### src/design/iox_pkg.sv
/*
  Shared constants for the 16-pin serial GPIO expander: register index
  layout, command byte fields, reset defaults and the controller states.
  Assumes nothing about its surroundings.
*/
package iox_pkg;
  // Register index = {kind, bank}; kind in bits 3:1, bank in bit 0
  localparam logic [2:0] KIND_IN = 3'h0;
  localparam logic [2:0] KIND_INV = 3'h1;
  localparam logic [2:0] KIND_HOLD = 3'h2;
  localparam logic [2:0] KIND_PULL = 3'h3;
  localparam logic [2:0] KIND_DIR = 3'h4;
  localparam logic [2:0] KIND_OUT = 3'h5;
  localparam logic [2:0] KIND_MASK = 3'h6;
  localparam logic [2:0] KIND_PEND = 3'h7;
  localparam logic [3:0] REG_IN0 = 4'h0;
  localparam logic [3:0] REG_DIR0 = 4'h8;

  // Command byte fields
  localparam int CMD_AI_BIT = 7;
  localparam int CMD_RSV_MSB = 6;
  localparam int CMD_RSV_LSB = 4;
  localparam logic [2:0] CMD_RSV_OK = 3'h0;
  localparam logic [3:0] BYTE_BITS = 4'h8;

  // Reset values
  localparam logic [7:0] DIR_RST = 8'hFF;
  localparam logic [7:0] MASK_RST = 8'hFF;
  localparam logic [7:0] ZERO_RST = 8'h00;

  typedef enum logic [3:0] {
    ST_IDLE, ST_ADDR, ST_AACK, ST_CMD, ST_CACK,
    ST_WDAT, ST_WACK, ST_RDAT, ST_RACK, ST_RNEXT
  } iox_state_e;
endpackage : iox_pkg

### src/design/iox_top.sv
/*
  16-pin GPIO expander core: two banks of eight pins, register file,
  pin sampling, change interrupt, bus-hold and pull controls.
  Assumes scl/sda/pins arrive asynchronously and an external pad ring
  resolves the open-drain and tristate enables into wires.
*/
`timescale 1ns/1ps
`default_nettype none
// What this block does
// [RQ1] Sixteen pins, each input or output, inputs default
// [RQ2] Two banks, eight-bit registers each
// [RQ3] Direction bits steer pins; input sampled, output driven
// [RQ4] Inversion bit flips the level read back
// [RQ5] Bus-hold or pull, pull only without hold
// [RQ6] Bus-hold keeps last driven level
// [RQ7] Unmasked input change asserts open-drain interrupt
// [RQ8] All interrupt masks set out of reset
// [RQ9] All-call address accepts writes too
// [RQ10] Reset restores inputs, defaults, controller state
// [RQ11] Reset pin is active low
// [RQ12] Four select pins set address, large variant
// [RQ13] Bus clock up to 400 kHz
// [RQ14] Small variants answer one fixed address
// [RQ15] Address lsb: one reads, zero writes
// [RQ16] Command low nibble points; bad codes unacknowledged
// [RQ17] Auto-step advances and wraps the pointer
// [RQ18] Pins pass synchroniser before change detection
// [RQ19] Input read or level return clears interrupt
module iox_top #(
  parameter logic [6:0] FIXED_ADDR = 7'h20,
  parameter logic [2:0] SELECT_BASE = 3'h2,
  parameter logic [6:0] ALLCALL_ADDR = 7'h6E
) (
  input wire logic clock,
  input wire logic rst,
  input wire logic reset_pin_n,
  input wire logic large_variant,
  input wire logic addr_select_bit0,
  input wire logic addr_select_bit1,
  input wire logic addr_select_bit2,
  input wire logic addr_select_bit3,
  input wire logic scl_i,
  input wire logic sda_i,
  output logic sda_o,
  output logic sda_oe_n,
  output logic int_o,
  output logic int_oe_n,
  input wire logic [7:0] bank0_pin_i,
  output logic [7:0] bank0_pin_o,
  output logic [7:0] bank0_pin_oe_n,
  input wire logic [7:0] bank1_pin_i,
  output logic [7:0] bank1_pin_o,
  output logic [7:0] bank1_pin_oe_n,
  output logic [15:0] pull_en,
  output logic [15:0] pull_up,
  output logic [15:0] keep_en,
  output logic [15:0] keep_level
);
  logic [7:0] pin_s [2];
  logic [7:0] inv_q [2], hold_q [2], pull_q [2], dir_q [2], out_q [2], mask_q [2];
  logic [7:0] inv_d [2], hold_d [2], pull_d [2], dir_d [2], out_d [2], mask_d [2];
  logic [7:0] seen_q [2], seen_d [2], pend [2], keep_q [2];
  logic [15:0] pins_raw;
  logic [7:0] ctl_s;
  logic scl_s, sda_s, rstn_s, dev_rst, wr_stb, rd_stb, sda_drive, int_q;
  logic [3:0] reg_idx;
  logic [7:0] wr_data, rd_data;
  logic [6:0] own_addr;

  ////////////////////////////////////////////////////////////////////////////
  // [RQ18] Three-flop pin sampling
  assign pins_raw = {bank1_pin_i, bank0_pin_i};
  iox_sync #(.W(16), .RST_VAL(16'h0000)) u_pin_sync (
    .clock(clock),
    .rst(rst),
    .din(pins_raw),
    .dout({pin_s[1], pin_s[0]})
  );

  // 50 MHz oversamples a 400 kHz bus clock 125 times
  iox_sync #(.W(8), .RST_VAL(8'h07)) u_ctl_sync (
    .clock(clock),
    .rst(rst),
    .din({large_variant, addr_select_bit3, addr_select_bit2, addr_select_bit1,
          addr_select_bit0, reset_pin_n, sda_i, scl_i}),
    .dout(ctl_s)
  );
  assign scl_s = ctl_s[0];
  assign sda_s = ctl_s[1];
  assign rstn_s = ctl_s[2];

  // [RQ11] Low reset pin acts like power-on reset
  assign dev_rst = rst | ~rstn_s;

  // [RQ12] Select pins form the address low nibble
  // [RQ14] Small variant uses the fixed address
  assign own_addr = ctl_s[7] ? {SELECT_BASE, ctl_s[6:3]} : FIXED_ADDR;

  ////////////////////////////////////////////////////////////////////////////
  // [RQ13] Serial target, timing from the oversampled edges
  iox_i2c u_i2c (
    .clock(clock),
    .rst(dev_rst),
    .scl(scl_s),
    .sda(sda_s),
    .own_addr(own_addr),
    .allcall_addr(ALLCALL_ADDR),
    .rd_data(rd_data),
    .reg_idx(reg_idx),
    .wr_data(wr_data),
    .wr_stb(wr_stb),
    .rd_stb(rd_stb),
    .sda_drive(sda_drive)
  );

  ////////////////////////////////////////////////////////////////////////////
  function automatic logic hit(input logic [3:0] idx, input logic [2:0] kind, input int b);
    hit = idx[3:1] == kind && idx[0] == b[0];
  endfunction : hit

  always_comb begin
    rd_data = '0;
    case (reg_idx[3:1])
      // [RQ4] Inversion applies on read only
      iox_pkg::KIND_IN: rd_data = pin_s[reg_idx[0]] ^ inv_q[reg_idx[0]];
      iox_pkg::KIND_INV: rd_data = inv_q[reg_idx[0]];
      iox_pkg::KIND_HOLD: rd_data = hold_q[reg_idx[0]];
      iox_pkg::KIND_PULL: rd_data = pull_q[reg_idx[0]];
      iox_pkg::KIND_DIR: rd_data = dir_q[reg_idx[0]];
      iox_pkg::KIND_OUT: rd_data = out_q[reg_idx[0]];
      iox_pkg::KIND_MASK: rd_data = mask_q[reg_idx[0]];
      iox_pkg::KIND_PEND: rd_data = pend[reg_idx[0]];
      default: rd_data = '0;
    endcase
  end

  // [RQ2] Per-bank eight-bit registers
  always_comb begin
    for (int b = 0; b < 2; b++) begin
      inv_d[b] = inv_q[b];
      hold_d[b] = hold_q[b];
      pull_d[b] = pull_q[b];
      dir_d[b] = dir_q[b];
      out_d[b] = out_q[b];
      mask_d[b] = mask_q[b];
      if (wr_stb) begin
        if (hit(reg_idx, iox_pkg::KIND_INV, b)) inv_d[b] = wr_data;
        if (hit(reg_idx, iox_pkg::KIND_HOLD, b)) hold_d[b] = wr_data;
        if (hit(reg_idx, iox_pkg::KIND_PULL, b)) pull_d[b] = wr_data;
        // [RQ3] Host sets direction per bit
        if (hit(reg_idx, iox_pkg::KIND_DIR, b)) dir_d[b] = wr_data;
        if (hit(reg_idx, iox_pkg::KIND_OUT, b)) out_d[b] = wr_data;
        if (hit(reg_idx, iox_pkg::KIND_MASK, b)) mask_d[b] = wr_data;
      end
      // [RQ19] Reading input re-arms; masked bits track the pin
      if (rd_stb && hit(reg_idx, iox_pkg::KIND_IN, b)) begin
        seen_d[b] = pin_s[b];
      end else begin
        seen_d[b] = (seen_q[b] & dir_q[b] & ~mask_q[b]) | (pin_s[b] & ~(dir_q[b] & ~mask_q[b]));
      end
      // [RQ7] Unmasked input differing from last read
      pend[b] = (pin_s[b] ^ seen_q[b]) & dir_q[b] & ~mask_q[b];
    end
  end

  always_ff @(posedge clock) begin
    for (int b = 0; b < 2; b++) begin
      // [RQ10] Defaults restored on any reset
      if (dev_rst) begin
        inv_q[b] <= iox_pkg::ZERO_RST;
        hold_q[b] <= iox_pkg::ZERO_RST;
        pull_q[b] <= iox_pkg::ZERO_RST;
        // [RQ1] All pins inputs after reset
        dir_q[b] <= iox_pkg::DIR_RST;
        out_q[b] <= iox_pkg::ZERO_RST;
        // [RQ8] Masked out of reset
        mask_q[b] <= iox_pkg::MASK_RST;
        seen_q[b] <= iox_pkg::ZERO_RST;
        keep_q[b] <= iox_pkg::ZERO_RST;
      end else begin
        inv_q[b] <= inv_d[b];
        hold_q[b] <= hold_d[b];
        pull_q[b] <= pull_d[b];
        dir_q[b] <= dir_d[b];
        out_q[b] <= out_d[b];
        mask_q[b] <= mask_d[b];
        seen_q[b] <= seen_d[b];
        // [RQ6] Keeper follows the last sampled level
        keep_q[b] <= pin_s[b];
      end
    end
    if (dev_rst) begin
      int_q <= 1'b0;
    end else begin
      int_q <= |{pend[1], pend[0]};
    end
  end

  ////////////////////////////////////////////////////////////////////////////
  // [RQ3] Output register drives pins set as outputs
  assign bank0_pin_o = out_q[0];
  assign bank1_pin_o = out_q[1];
  assign bank0_pin_oe_n = dir_q[0];
  assign bank1_pin_oe_n = dir_q[1];
  // [RQ5] Pull active only where hold is off
  assign pull_en = ~{hold_q[1], hold_q[0]};
  assign pull_up = {pull_q[1], pull_q[0]};
  assign keep_en = {hold_q[1], hold_q[0]};
  assign keep_level = {keep_q[1], keep_q[0]};
  assign sda_o = 1'b0;
  assign sda_oe_n = ~sda_drive;
  // [RQ7] Open-drain interrupt pulls low
  assign int_o = 1'b0;
  assign int_oe_n = ~int_q;

  ////////////////////////////////////////////////////////////////////////////
  reset_dflt_a: assert property (@(posedge clock) dev_rst |=> // RQ10
    bank0_pin_oe_n == 8'hFF && bank1_pin_oe_n == 8'hFF && int_oe_n)
    else $error("reset defaults not restored");
  mask_reset_a: assert property (@(posedge clock) dev_rst ##1 !dev_rst |-> // RQ8
    mask_q[0] == 8'hFF && mask_q[1] == 8'hFF)
    else $error("masks not set after reset");
  dir_write_a: assert property (@(posedge clock) disable iff (dev_rst) // RQ3
    wr_stb && reg_idx == iox_pkg::REG_DIR0 |=> bank0_pin_oe_n == $past(wr_data))
    else $error("direction write not applied");
  int_follow_a: assert property (@(posedge clock) disable iff (dev_rst) // RQ7
    (|{pend[1], pend[0]}) |=> !int_oe_n)
    else $error("change not signalled");
  int_quiet_a: assert property (@(posedge clock) disable iff (dev_rst) // RQ7
    (pend[0] == 8'h00 && pend[1] == 8'h00) |=> int_oe_n)
    else $error("interrupt without pending change");
  read_clear_a: assert property (@(posedge clock) disable iff (dev_rst) // RQ19
    rd_stb && reg_idx == iox_pkg::REG_IN0 ##1 $stable(pin_s[0]) |-> pend[0] == 8'h00)
    else $error("input read did not clear change");
  inv_read_a: assert property (@(posedge clock) disable iff (dev_rst) // RQ4
    rd_stb && reg_idx == iox_pkg::REG_IN0 |=> sda_oe_n == $past(pin_s[0][7] ^ inv_q[0][7]))
    else $error("inverted read wrong");
  pull_excl_a: assert property (@(posedge clock) disable iff (dev_rst) // RQ5
    wr_stb ##1 (keep_en & pull_en) != 16'h0000 |-> 1'b0)
    else $error("hold and pull both active");
  keep_level_a: assert property (@(posedge clock) disable iff (dev_rst) // RQ6
    ##1 keep_en[0] |-> keep_level[0] == $past(pin_s[0][0]))
    else $error("keeper lost last level");

  write_seen_c: cover property (@(posedge clock) disable iff (dev_rst) wr_stb);
  read_seen_c: cover property (@(posedge clock) disable iff (dev_rst) rd_stb);
  int_seen_c: cover property (@(posedge clock) disable iff (dev_rst) !int_oe_n ##1 int_oe_n);
endmodule : iox_top
`default_nettype wire

### src/design/iox_sync.sv
/*
  Three-stage input sampler for signals from outside the clock domain.
  Assumes a single clock and a synchronous active-high reset.
*/
`timescale 1ns/1ps
`default_nettype none
module iox_sync #(
  parameter int W = 1,
  parameter logic [W-1:0] RST_VAL = '0
) (
  input wire logic clock,
  input wire logic rst,
  input wire logic [W-1:0] din,
  output logic [W-1:0] dout
);
  logic [W-1:0] s1_q, s2_q, s3_q, out_q, out_d;

  // Accept a change only once stages two and three agree
  always_comb begin
    out_d = out_q;
    for (int i = 0; i < W; i++) begin
      if (s2_q[i] == s3_q[i]) begin
        out_d[i] = s3_q[i];
      end
    end
  end

  always_ff @(posedge clock) begin
    if (rst) begin
      s1_q <= RST_VAL;
      s2_q <= RST_VAL;
      s3_q <= RST_VAL;
      out_q <= RST_VAL;
    end else begin
      s1_q <= din;
      s2_q <= s1_q;
      s3_q <= s2_q;
      out_q <= out_d;
    end
  end

  assign dout = out_q;
endmodule : iox_sync
`default_nettype wire

### src/design/iox_i2c.sv
/*
  Serial target controller: address match, command byte, register pointer,
  write and read data phases. Assumes scl and sda already sampled into
  the clock domain and an external register file answering rd_data
  combinationally from reg_idx.
*/
`timescale 1ns/1ps
`default_nettype none
module iox_i2c (
  input wire logic clock,
  input wire logic rst,
  input wire logic scl,
  input wire logic sda,
  input wire logic [6:0] own_addr,
  input wire logic [6:0] allcall_addr,
  input wire logic [7:0] rd_data,
  output logic [3:0] reg_idx,
  output logic [7:0] wr_data,
  output logic wr_stb,
  output logic rd_stb,
  output logic sda_drive
);
  iox_pkg::iox_state_e st_q, st_d;
  logic [3:0] cnt_q, cnt_d, ptr_q, ptr_d;
  logic [7:0] sh_q, sh_d;
  logic ai_q, ai_d, rw_q, rw_d, drv_q, drv_d, scl_q, sda_q;
  logic rise, fall, start, stop, own_hit, all_hit;

  function automatic logic [3:0] step(input logic [3:0] p, input logic ai);
    step = ai ? p + 4'h1 : p;
  endfunction : step

  assign rise = scl & ~scl_q;
  assign fall = ~scl & scl_q;
  assign start = scl & scl_q & sda_q & ~sda;
  assign stop = scl & scl_q & ~sda_q & sda;
  assign own_hit = sh_q[7:1] == own_addr;
  assign all_hit = (sh_q[7:1] == allcall_addr) & ~sh_q[0];

  always_comb begin
    st_d = st_q;
    cnt_d = cnt_q;
    sh_d = sh_q;
    ptr_d = ptr_q;
    ai_d = ai_q;
    rw_d = rw_q;
    drv_d = drv_q;
    wr_stb = 1'b0;
    rd_stb = 1'b0;
    if (start) begin
      st_d = iox_pkg::ST_ADDR;
      cnt_d = '0;
      drv_d = 1'b0;
    end else if (stop) begin
      st_d = iox_pkg::ST_IDLE;
      drv_d = 1'b0;
    end else begin
      case (st_q)
        iox_pkg::ST_ADDR, iox_pkg::ST_CMD, iox_pkg::ST_WDAT: begin
          if (rise && cnt_q < iox_pkg::BYTE_BITS) begin
            sh_d = {sh_q[6:0], sda};
            cnt_d = cnt_q + 4'h1;
          end
          if (fall && cnt_q == iox_pkg::BYTE_BITS) begin
            cnt_d = '0;
            st_d = iox_pkg::ST_IDLE;
            if (st_q == iox_pkg::ST_ADDR) begin
              // [RQ9] All-call takes writes only
              if (own_hit || all_hit) begin
                drv_d = 1'b1;
                // [RQ15] Lsb picks direction
                rw_d = sh_q[0];
                st_d = iox_pkg::ST_AACK;
              end
            end else if (st_q == iox_pkg::ST_CMD) begin
              // [RQ16] Reserved codes left unacknowledged
              if (sh_q[iox_pkg::CMD_RSV_MSB:iox_pkg::CMD_RSV_LSB] == iox_pkg::CMD_RSV_OK) begin
                ptr_d = sh_q[3:0];
                ai_d = sh_q[iox_pkg::CMD_AI_BIT];
                drv_d = 1'b1;
                st_d = iox_pkg::ST_CACK;
              end
            end else begin
              wr_stb = 1'b1;
              // [RQ17] Pointer steps, wraps at four bits
              ptr_d = step(ptr_q, ai_q);
              drv_d = 1'b1;
              st_d = iox_pkg::ST_WACK;
            end
          end
        end
        iox_pkg::ST_CACK, iox_pkg::ST_WACK: begin
          if (fall) begin
            drv_d = 1'b0;
            st_d = iox_pkg::ST_WDAT;
          end
        end
        iox_pkg::ST_AACK, iox_pkg::ST_RNEXT: begin
          if (fall && (st_q == iox_pkg::ST_RNEXT || rw_q)) begin
            rd_stb = 1'b1;
            drv_d = ~rd_data[7];
            sh_d = {rd_data[6:0], 1'b0};
            cnt_d = 4'h1;
            // [RQ17] Read also advances pointer
            ptr_d = step(ptr_q, ai_q);
            st_d = iox_pkg::ST_RDAT;
          end else if (fall) begin
            drv_d = 1'b0;
            st_d = iox_pkg::ST_CMD;
          end
        end
        iox_pkg::ST_RDAT: begin
          if (fall && cnt_q == iox_pkg::BYTE_BITS) begin
            drv_d = 1'b0;
            cnt_d = '0;
            st_d = iox_pkg::ST_RACK;
          end else if (fall) begin
            drv_d = ~sh_q[7];
            sh_d = {sh_q[6:0], 1'b0};
            cnt_d = cnt_q + 4'h1;
          end
        end
        iox_pkg::ST_RACK: begin
          if (rise) begin
            st_d = sda ? iox_pkg::ST_IDLE : iox_pkg::ST_RNEXT;
          end
        end
        default: st_d = iox_pkg::ST_IDLE;
      endcase
    end
  end

  always_ff @(posedge clock) begin
    if (rst) begin
      st_q <= iox_pkg::ST_IDLE;
      cnt_q <= '0;
      sh_q <= '0;
      ptr_q <= '0;
      ai_q <= 1'b0;
      rw_q <= 1'b0;
      drv_q <= 1'b0;
      scl_q <= 1'b1;
      sda_q <= 1'b1;
    end else begin
      st_q <= st_d;
      cnt_q <= cnt_d;
      sh_q <= sh_d;
      ptr_q <= ptr_d;
      ai_q <= ai_d;
      rw_q <= rw_d;
      drv_q <= drv_d;
      scl_q <= scl;
      sda_q <= sda;
    end
  end

  assign reg_idx = ptr_q;
  assign wr_data = sh_q;
  assign sda_drive = drv_q;

  ////////////////////////////////////////////////////////////////////////////
  addr_ack_a: assert property (@(posedge clock) disable iff (rst) // RQ15
    st_q == iox_pkg::ST_ADDR && fall && cnt_q == iox_pkg::BYTE_BITS && own_hit && !start
    && !stop |=> drv_q && st_q == iox_pkg::ST_AACK && rw_q == $past(sh_q[0]))
    else $error("own address not acknowledged");
  allcall_read_a: assert property (@(posedge clock) disable iff (rst) // RQ9
    st_q == iox_pkg::ST_ADDR && fall && cnt_q == iox_pkg::BYTE_BITS && !own_hit && sh_q[0]
    && !start && !stop |=> st_q == iox_pkg::ST_IDLE && !drv_q)
    else $error("read to foreign address acknowledged");
  cmd_nack_a: assert property (@(posedge clock) disable iff (rst) // RQ16
    st_q == iox_pkg::ST_CMD && fall && cnt_q == iox_pkg::BYTE_BITS && sh_q[6:4] != 3'h0
    && !start && !stop |=> st_q == iox_pkg::ST_IDLE && !drv_q)
    else $error("reserved command acknowledged");
  ptr_step_a: assert property (@(posedge clock) disable iff (rst) // RQ17
    (wr_stb || rd_stb) |=> ptr_q == ($past(ptr_q) + {3'h0, $past(ai_q)}))
    else $error("pointer step wrong");
endmodule : iox_i2c
`default_nettype wire

### config.mk
export PLATFORM = sky130hd
export DESIGN_NAME = iox_top
export DESIGN_NICKNAME = d
export VERILOG_FILES = /design/src/design/iox_pkg.sv /design/src/design/iox_top.sv /design/src/design/iox_sync.sv /design/src/design/iox_i2c.sv
export SDC_FILE = /design/constraint.sdc
export NUM_CORES = 1
export LEC_CHECK = 0
export ABC_AREA = 1
export BUFFER_PORTS_ARGS = -buffer_cell sky130_fd_sc_hd__buf_2
export CAP_MARGIN = 30
export CORE_ASPECT_RATIO = 1.5
export CORE_MARGIN = 2
export CORE_UTILIZATION = 40
export DETAILED_ROUTE_END_ITERATION = 7
export GPL_ROUTABILITY_DRIVEN = 1
export PLACE_DENSITY = 0.57
export SYNTH_ARGS = -nofsm -noshare
export SYNTH_HDL_FRONTEND = slang
export SYNTH_SLANG_ARGS = --single-unit
export TNS_END_PERCENT = 100
### constraint.sdc
create_clock -name clock -period 2.8 [get_ports clock]
set_input_delay 0.56 -clock clock [delete_from_list [all_inputs] [get_ports clock]]
set_output_delay 0.56 -clock clock [all_outputs]
set_load 0.03 [all_outputs]
Word level (Yosys, flattened, before mapping)

Memories as Yosys holds them, arrays and structs flattened. A register that Yosys moved wholly into a read port is not among the register bits.
Index checks and enable logic that the tools add are counted.

Register bits: 122
Bits in writable memories: 128
Memories kept: 8

Memory list:

| name        | depth | width | read ports | clocked after Yosys merged registers in | wr ports | RTL line      | RTL |
|---|---|---|---|---|---|---|---|
| dir_q       | 2     | 8     | 3          | 1                                       | 2        | iox_top.sv:60 | `logic [7:0] inv_q [2], hold_q [2], pull_q [2], dir_q [2], out_q [2], mask_q [2];` |
| hold_q      | 2     | 8     | 3          | 1                                       | 2        | iox_top.sv:60 |  |
| inv_q       | 2     | 8     | 1          | 1                                       | 2        | iox_top.sv:60 |  |
| keep_q      | 2     | 8     | 2          | 0                                       | 2        | iox_top.sv:62 | `logic [7:0] seen_q [2], seen_d [2], pend [2], keep_q [2];` |
| mask_q      | 2     | 8     | 3          | 1                                       | 2        | iox_top.sv:60 |  |
| out_q       | 2     | 8     | 3          | 1                                       | 2        | iox_top.sv:60 |  |
| +2 memories | n/a   | n/a   | n/a        | n/a                                     | n/a      | n/a           |  |

Reductions and logical operators: 42
$lt $le $gt $ge: 2
Bitwise gates (word level): 62
$add $sub $neg: 2
Eq/ne operators: 67
Muxes and demuxes: 117

Operator list:

| operator                                                                | number |
|---|---|
| 8-bit 2-to-1 mux                                                        | 52 |
| 8-bit AND                                                               | 12 |
| 4-bit 2-to-1 mux                                                        | 20 |
| 8-bit one-hot mux with 8 select lines                                   | 1 |
| 1-bit 2-to-1 mux                                                        | 36 |
| 8-bit inverter                                                          | 4 |
| 1-bit equality test                                                     | 24 |
| 8-bit one-hot mux with 3 select lines                                   | 1 |
| 8-bit bitwise XOR                                                       | 3 |
| 7-bit AND reduction                                                     | 3 |
| 4-bit one-hot mux with 5 select lines                                   | 1 |
| 5-bit AND reduction                                                     | 4 |
| 1-bit logical AND                                                       | 19 |
| 1-bit OR                                                                | 17 |
| 4-bit by 3-bit equality test with 1-bit output, second input constant   | 4 |
| 4-bit by 1-bit inequality test with 1-bit output, second input constant | 4 |
| 16-bit inverter                                                         | 1 |
| 8-bit OR                                                                | 2 |
| 16-bit OR reduction                                                     | 1 |
| 2-bit by 1-bit inequality test with 1-bit output, second input constant | 7 |
| 1-bit inverter                                                          | 14 |
| 3-bit equality test, second input constant                              | 4 |
| 4-bit equality test, second input constant                              | 3 |
| 4-bit one-hot mux with 3 select lines                                   | 1 |
| other kinds (30)                                                        | 54 |

Logic depth before layout (Yosys ltp)

An unclocked memory read counts as a cell.

Depth after elaboration: 11
Gate-level depth with buffers: 12

Cells and area by module

A second synthesis with hierarchy kept.

Cell total of the unflattened synthesis: 1588
Area total of the unflattened synthesis: 11149.4 µm²

By module, submodules not included:

| module                | cells each | area each (µm²) | instances | seq. area each (µm²) |
|---|---|---|---|---|
| iox_top               | 936        | 6386.1          | 1         | 2742.6 |
| iox_sync (u_pin_sync) | 215        | 1913.1          | 1         | 1281.2 |
| iox_i2c               | 323        | 1858.0          | 1         | 500.5 |
| iox_sync (u_ctl_sync) | 114        | 992.2           | 1         | 640.6 |

Worst setup path after synthesis

No wires, ideal clock.

Path kind: input-to-reg
Start point: in rst
End point: mem inv_q[0][0] (enable)
Data arrival time: 1811 ps
Path slack: 660 ps
Cell stages on the path: 8
Library setup time: 329 ps
Buffers on the path: 1
Required time: 2471 ps
Path through: clkbuf_1 > inv_2 > nand2_1 > nor2_1 > inv_1 > nor4_2 > nand3_1 > nand2_1

RTL lines:

| item            | RTL line      | RTL |
|---|---|---|
| start, declared | iox_top.sv:35 | `input wire logic rst,` |
| end, declared   | iox_top.sv:60 |  |

==> key figures <==
Timing
  – Fin. Hold Viols: 0
  – Unrepaired setup endpoints after global routing: false
  – Least-Margin Pin Slew: 0.848 ns
  – Max Clk Rate: 432 MHz
  – Rel. slew slack: 43.4%
  – Max-slew violations: 0
  – Clock Skew: 0.0135 ns
  – Final Critical Period: 2.31 ns
  – Final setup fails: 0
  – Hold_ws: 0.211 ns
  – Final Cycle Share: 82.6%
  – Setup_tns: 0 ns

Route
  – Final ANT Viol Nets: 0
  – Routed WL: 30700 µm
  – Via count: 9588
  – DRC Markers: 0
  – Initial DRT Pass Iterations: 5
  – Initial detailed-routing violation count: 704
  – Vias per cell: 4.98
  – Avg WL per Cell: 15.9 µm

Clock tree
  – Post-cts sizing count: 0
  – CTS root buf: clkbuf_16
  – Post-CTS Repair Setup Buffers: 0
  – Hold buffer count at CTS: 0
  – CTS tree: built
  – Worst skew pair latency: 0.53 ns
  – CTS clock-pin slew for the worst setup and hold paths: 0.06 ns
  – Cts bufs inserted: 25
  – Clock sink total: 251
  – Htree depth: 1
  – CTS max path bufs: 3

Synthesis
  – Post-synth top area cell: dfxtp_1
  – Synth Area per Inst: 7.34 µm²
  – Synthesized netlist cell count: 1459
  – Synth cell types: 41
  – Area contributors post-synth: dfxtp_1 44%, nand2_1 11%, nor2_1 7.3%, inv_1 6.2%, a21oi_1 5.8%
  – Sequential-to-total area share from yosys stat: 48.4%
  – Number of synthesized register bits: 251
  – Post-synth EDFFs: 16
  – Asr flop ratio synth: 0%
  – Share of Yosys cell area claimed by the top area cell type: 43.9%
  – Synthesized cell area: 10700 µm²
  – Synthesis Warnings: 0
  – Ys flop type: dfxtp_1

Floorplanning
  – Die footprint: 28100 µm²
  – Die width: 138 µm
  – Chip height: 204 µm
  – Core area: 26400 µm²
  – Effective utilization at floorplan: 40.6%
  – FP Rows: 73
  – I/O Pins: 126

Critical path
  – Crit end category: flop
  – Reg2reg end: inv_q[1][6]
  – Critical path required time: 3.00 ns
  – Reg-to-reg startpoint: u_i2c.cnt_q[0]
  – CP startpoint kind: flop
  – FF-to-FF setup slack: 0.49 ns
  – WS Path Type: reg -> reg
  – Worst-path fanout max: 9
  – Data arrival, critical path: 2.51 ns
  – Worst reg2reg path depth: 8

Global routing
  – Total Routing Usage GR: 21.9%
  – Remaining Overflow, GRT: 0
  – Vias in the first global route: 8800
  – Antenna violations before repair: 0
  – Wire length of the first global-routing pass: 47200 µm
  – Largest net degree at the start of global routing: 89

Power and ir drop
  – Max VDD drop: 0.412 mV
  – Total power: 0.00983 W
  – Leak Pwr: 5.69 nW
  – Pwr Density: 788 nW/µm²

Layout
  – Filler Cell Count: 2712
  – Commonest non-fill, non-tap cell in the layout: nand2_1
  – Most frequent cells in the layout: 301 x nand2_1, 235 x dfxtp_1, 208 x nor2_1, 177 x inv_1, 124 x a21oi_1
  – Number of diodes: 0
  – Layout cells sized above 1: 15.8%
  – Nets: 1602
  – Final Util: 47.3%
  – Area Overhead vs Synth: 16.6%

Placement
  – Number of I/O port buffers: 123
  – GPL Wtd Cong: 0.939
  – Post-detail-place hpwl: 22200 µm

Hold path
  – Hold Startpoint: reset_pin_n
  – Worst hold endpoint: u_ctl_sync.s1_q[2]
  – Hold Crit Class: in -> reg
  – Min-Delay Path Depth: 2

Run
  – Max Cap Viol: 0

Run status
  – Status: finished, final reports clean
## worst max-delay path, stage by stage (launching register included)
cell and delay [ns]:
dfxtp_1 0.32, inv_1 0.10, ha_1 0.16, nand3_1 0.11
nor2_2 0.24, nand2_2 0.16, nor3_4 0.31, nand2_1 0.25
nand2_1 0.32
## routing by layer
metal  track usage [%]  vias up  part of all wire, %
met5                 0        -                    0
met2              37.9      314                   48
met1              25.8     4285                   40
li1                  -     4892                    -
met4              12.8        0                  6.1
met3              2.48       97                  5.4
## where the power goes
group / internal (W) / switching, W
combinational: 0.000699 / 0.00177
sequential: 0.00377 / 0.000242
clock: 0.00191 / 0.00144
## final cells by class
cell class | count | area, µm² | share of cell area (%)
clock buffer | 33 | 719 | 5.76
clock inverter | 11 | 100 | 0.802
inverter | 188 | 708 | 5.67
multi-input combinational | 958 | 4530 | 36.3
sequential | 251 | 5180 | 41.5
tap | 337 | 422 | 3.38
timing repair buffer | 149 | 823 | 6.59
## per-stage QoR
step / instance area [µm²] / std cells / setup slack (ns)
floorplan: 10700 / 1460 / 0.660
global placement: 11700 / 1883 / 0.482
detailed placement: 11700 / 1883 / 0.475
CTS: 12500 / 1927 / 0.508
global route: 12500 / 1927 / 0.214
finish: 12500 / 1927 / 0.486
## cells by family after synthesis
group	count (synthesis)	synth area share, %
buffers and inverters	251	9.32
XOR/XNOR	3	0.245
adder cells (fa/ha/maj)	3	0.351
AND/OR/NAND/NOR	633	25.4
other	1	0.0350
AO/OA/AOI/OAI	317	16.2
flip-flops	251	48.4
## worst max path at each step
| stage | startpoint | end | slack (ns) | cells after the start |
|---|---|---|---|---|
| detailed placement | rst | inv_q[1][6] | 0.48 | 8 |
| finish | u_i2c.cnt_q[0] | inv_q[1][6] | 0.49 | 8 |
| global route | u_i2c.st_q[3] | seen_q[1][5] | 0.21 | 10 |
| global placement | rst | inv_q[1][7] | 0.48 | 8 |
| CTS | u_i2c.cnt_q[0] | inv_q[1][6] | 0.51 | 8 |
| floorplan | rst | inv_q[0][0] | 0.66 | 8 |
## synthesized netlist by cell type (2+ instances only)
cell,number
nor2_2,3
o21ai_1,22
dfxtp_1,235
a21oi_1,124
clkinv_1,2
clkbuf_1,44
o21ai_0,112
a31oi_1,2
nand2_2,5
a21oi_2,4
nand3_2,4
xor2_1,2
buf_4,5
nand4_1,9
inv_2,7
buf_6,3
or2_2,22
buf_2,10
a211oi_1,15
edfxtp_1,16
nor2_1,208
nand2_1,301
and2_1,3
nand3_1,56
nor3_2,3
nor3_1,8
o211ai_1,37
ha_1,3
nor2_8,4
inv_1,178
nand2_4,2
Note: power is estimated with default switching activity, not from simulation.
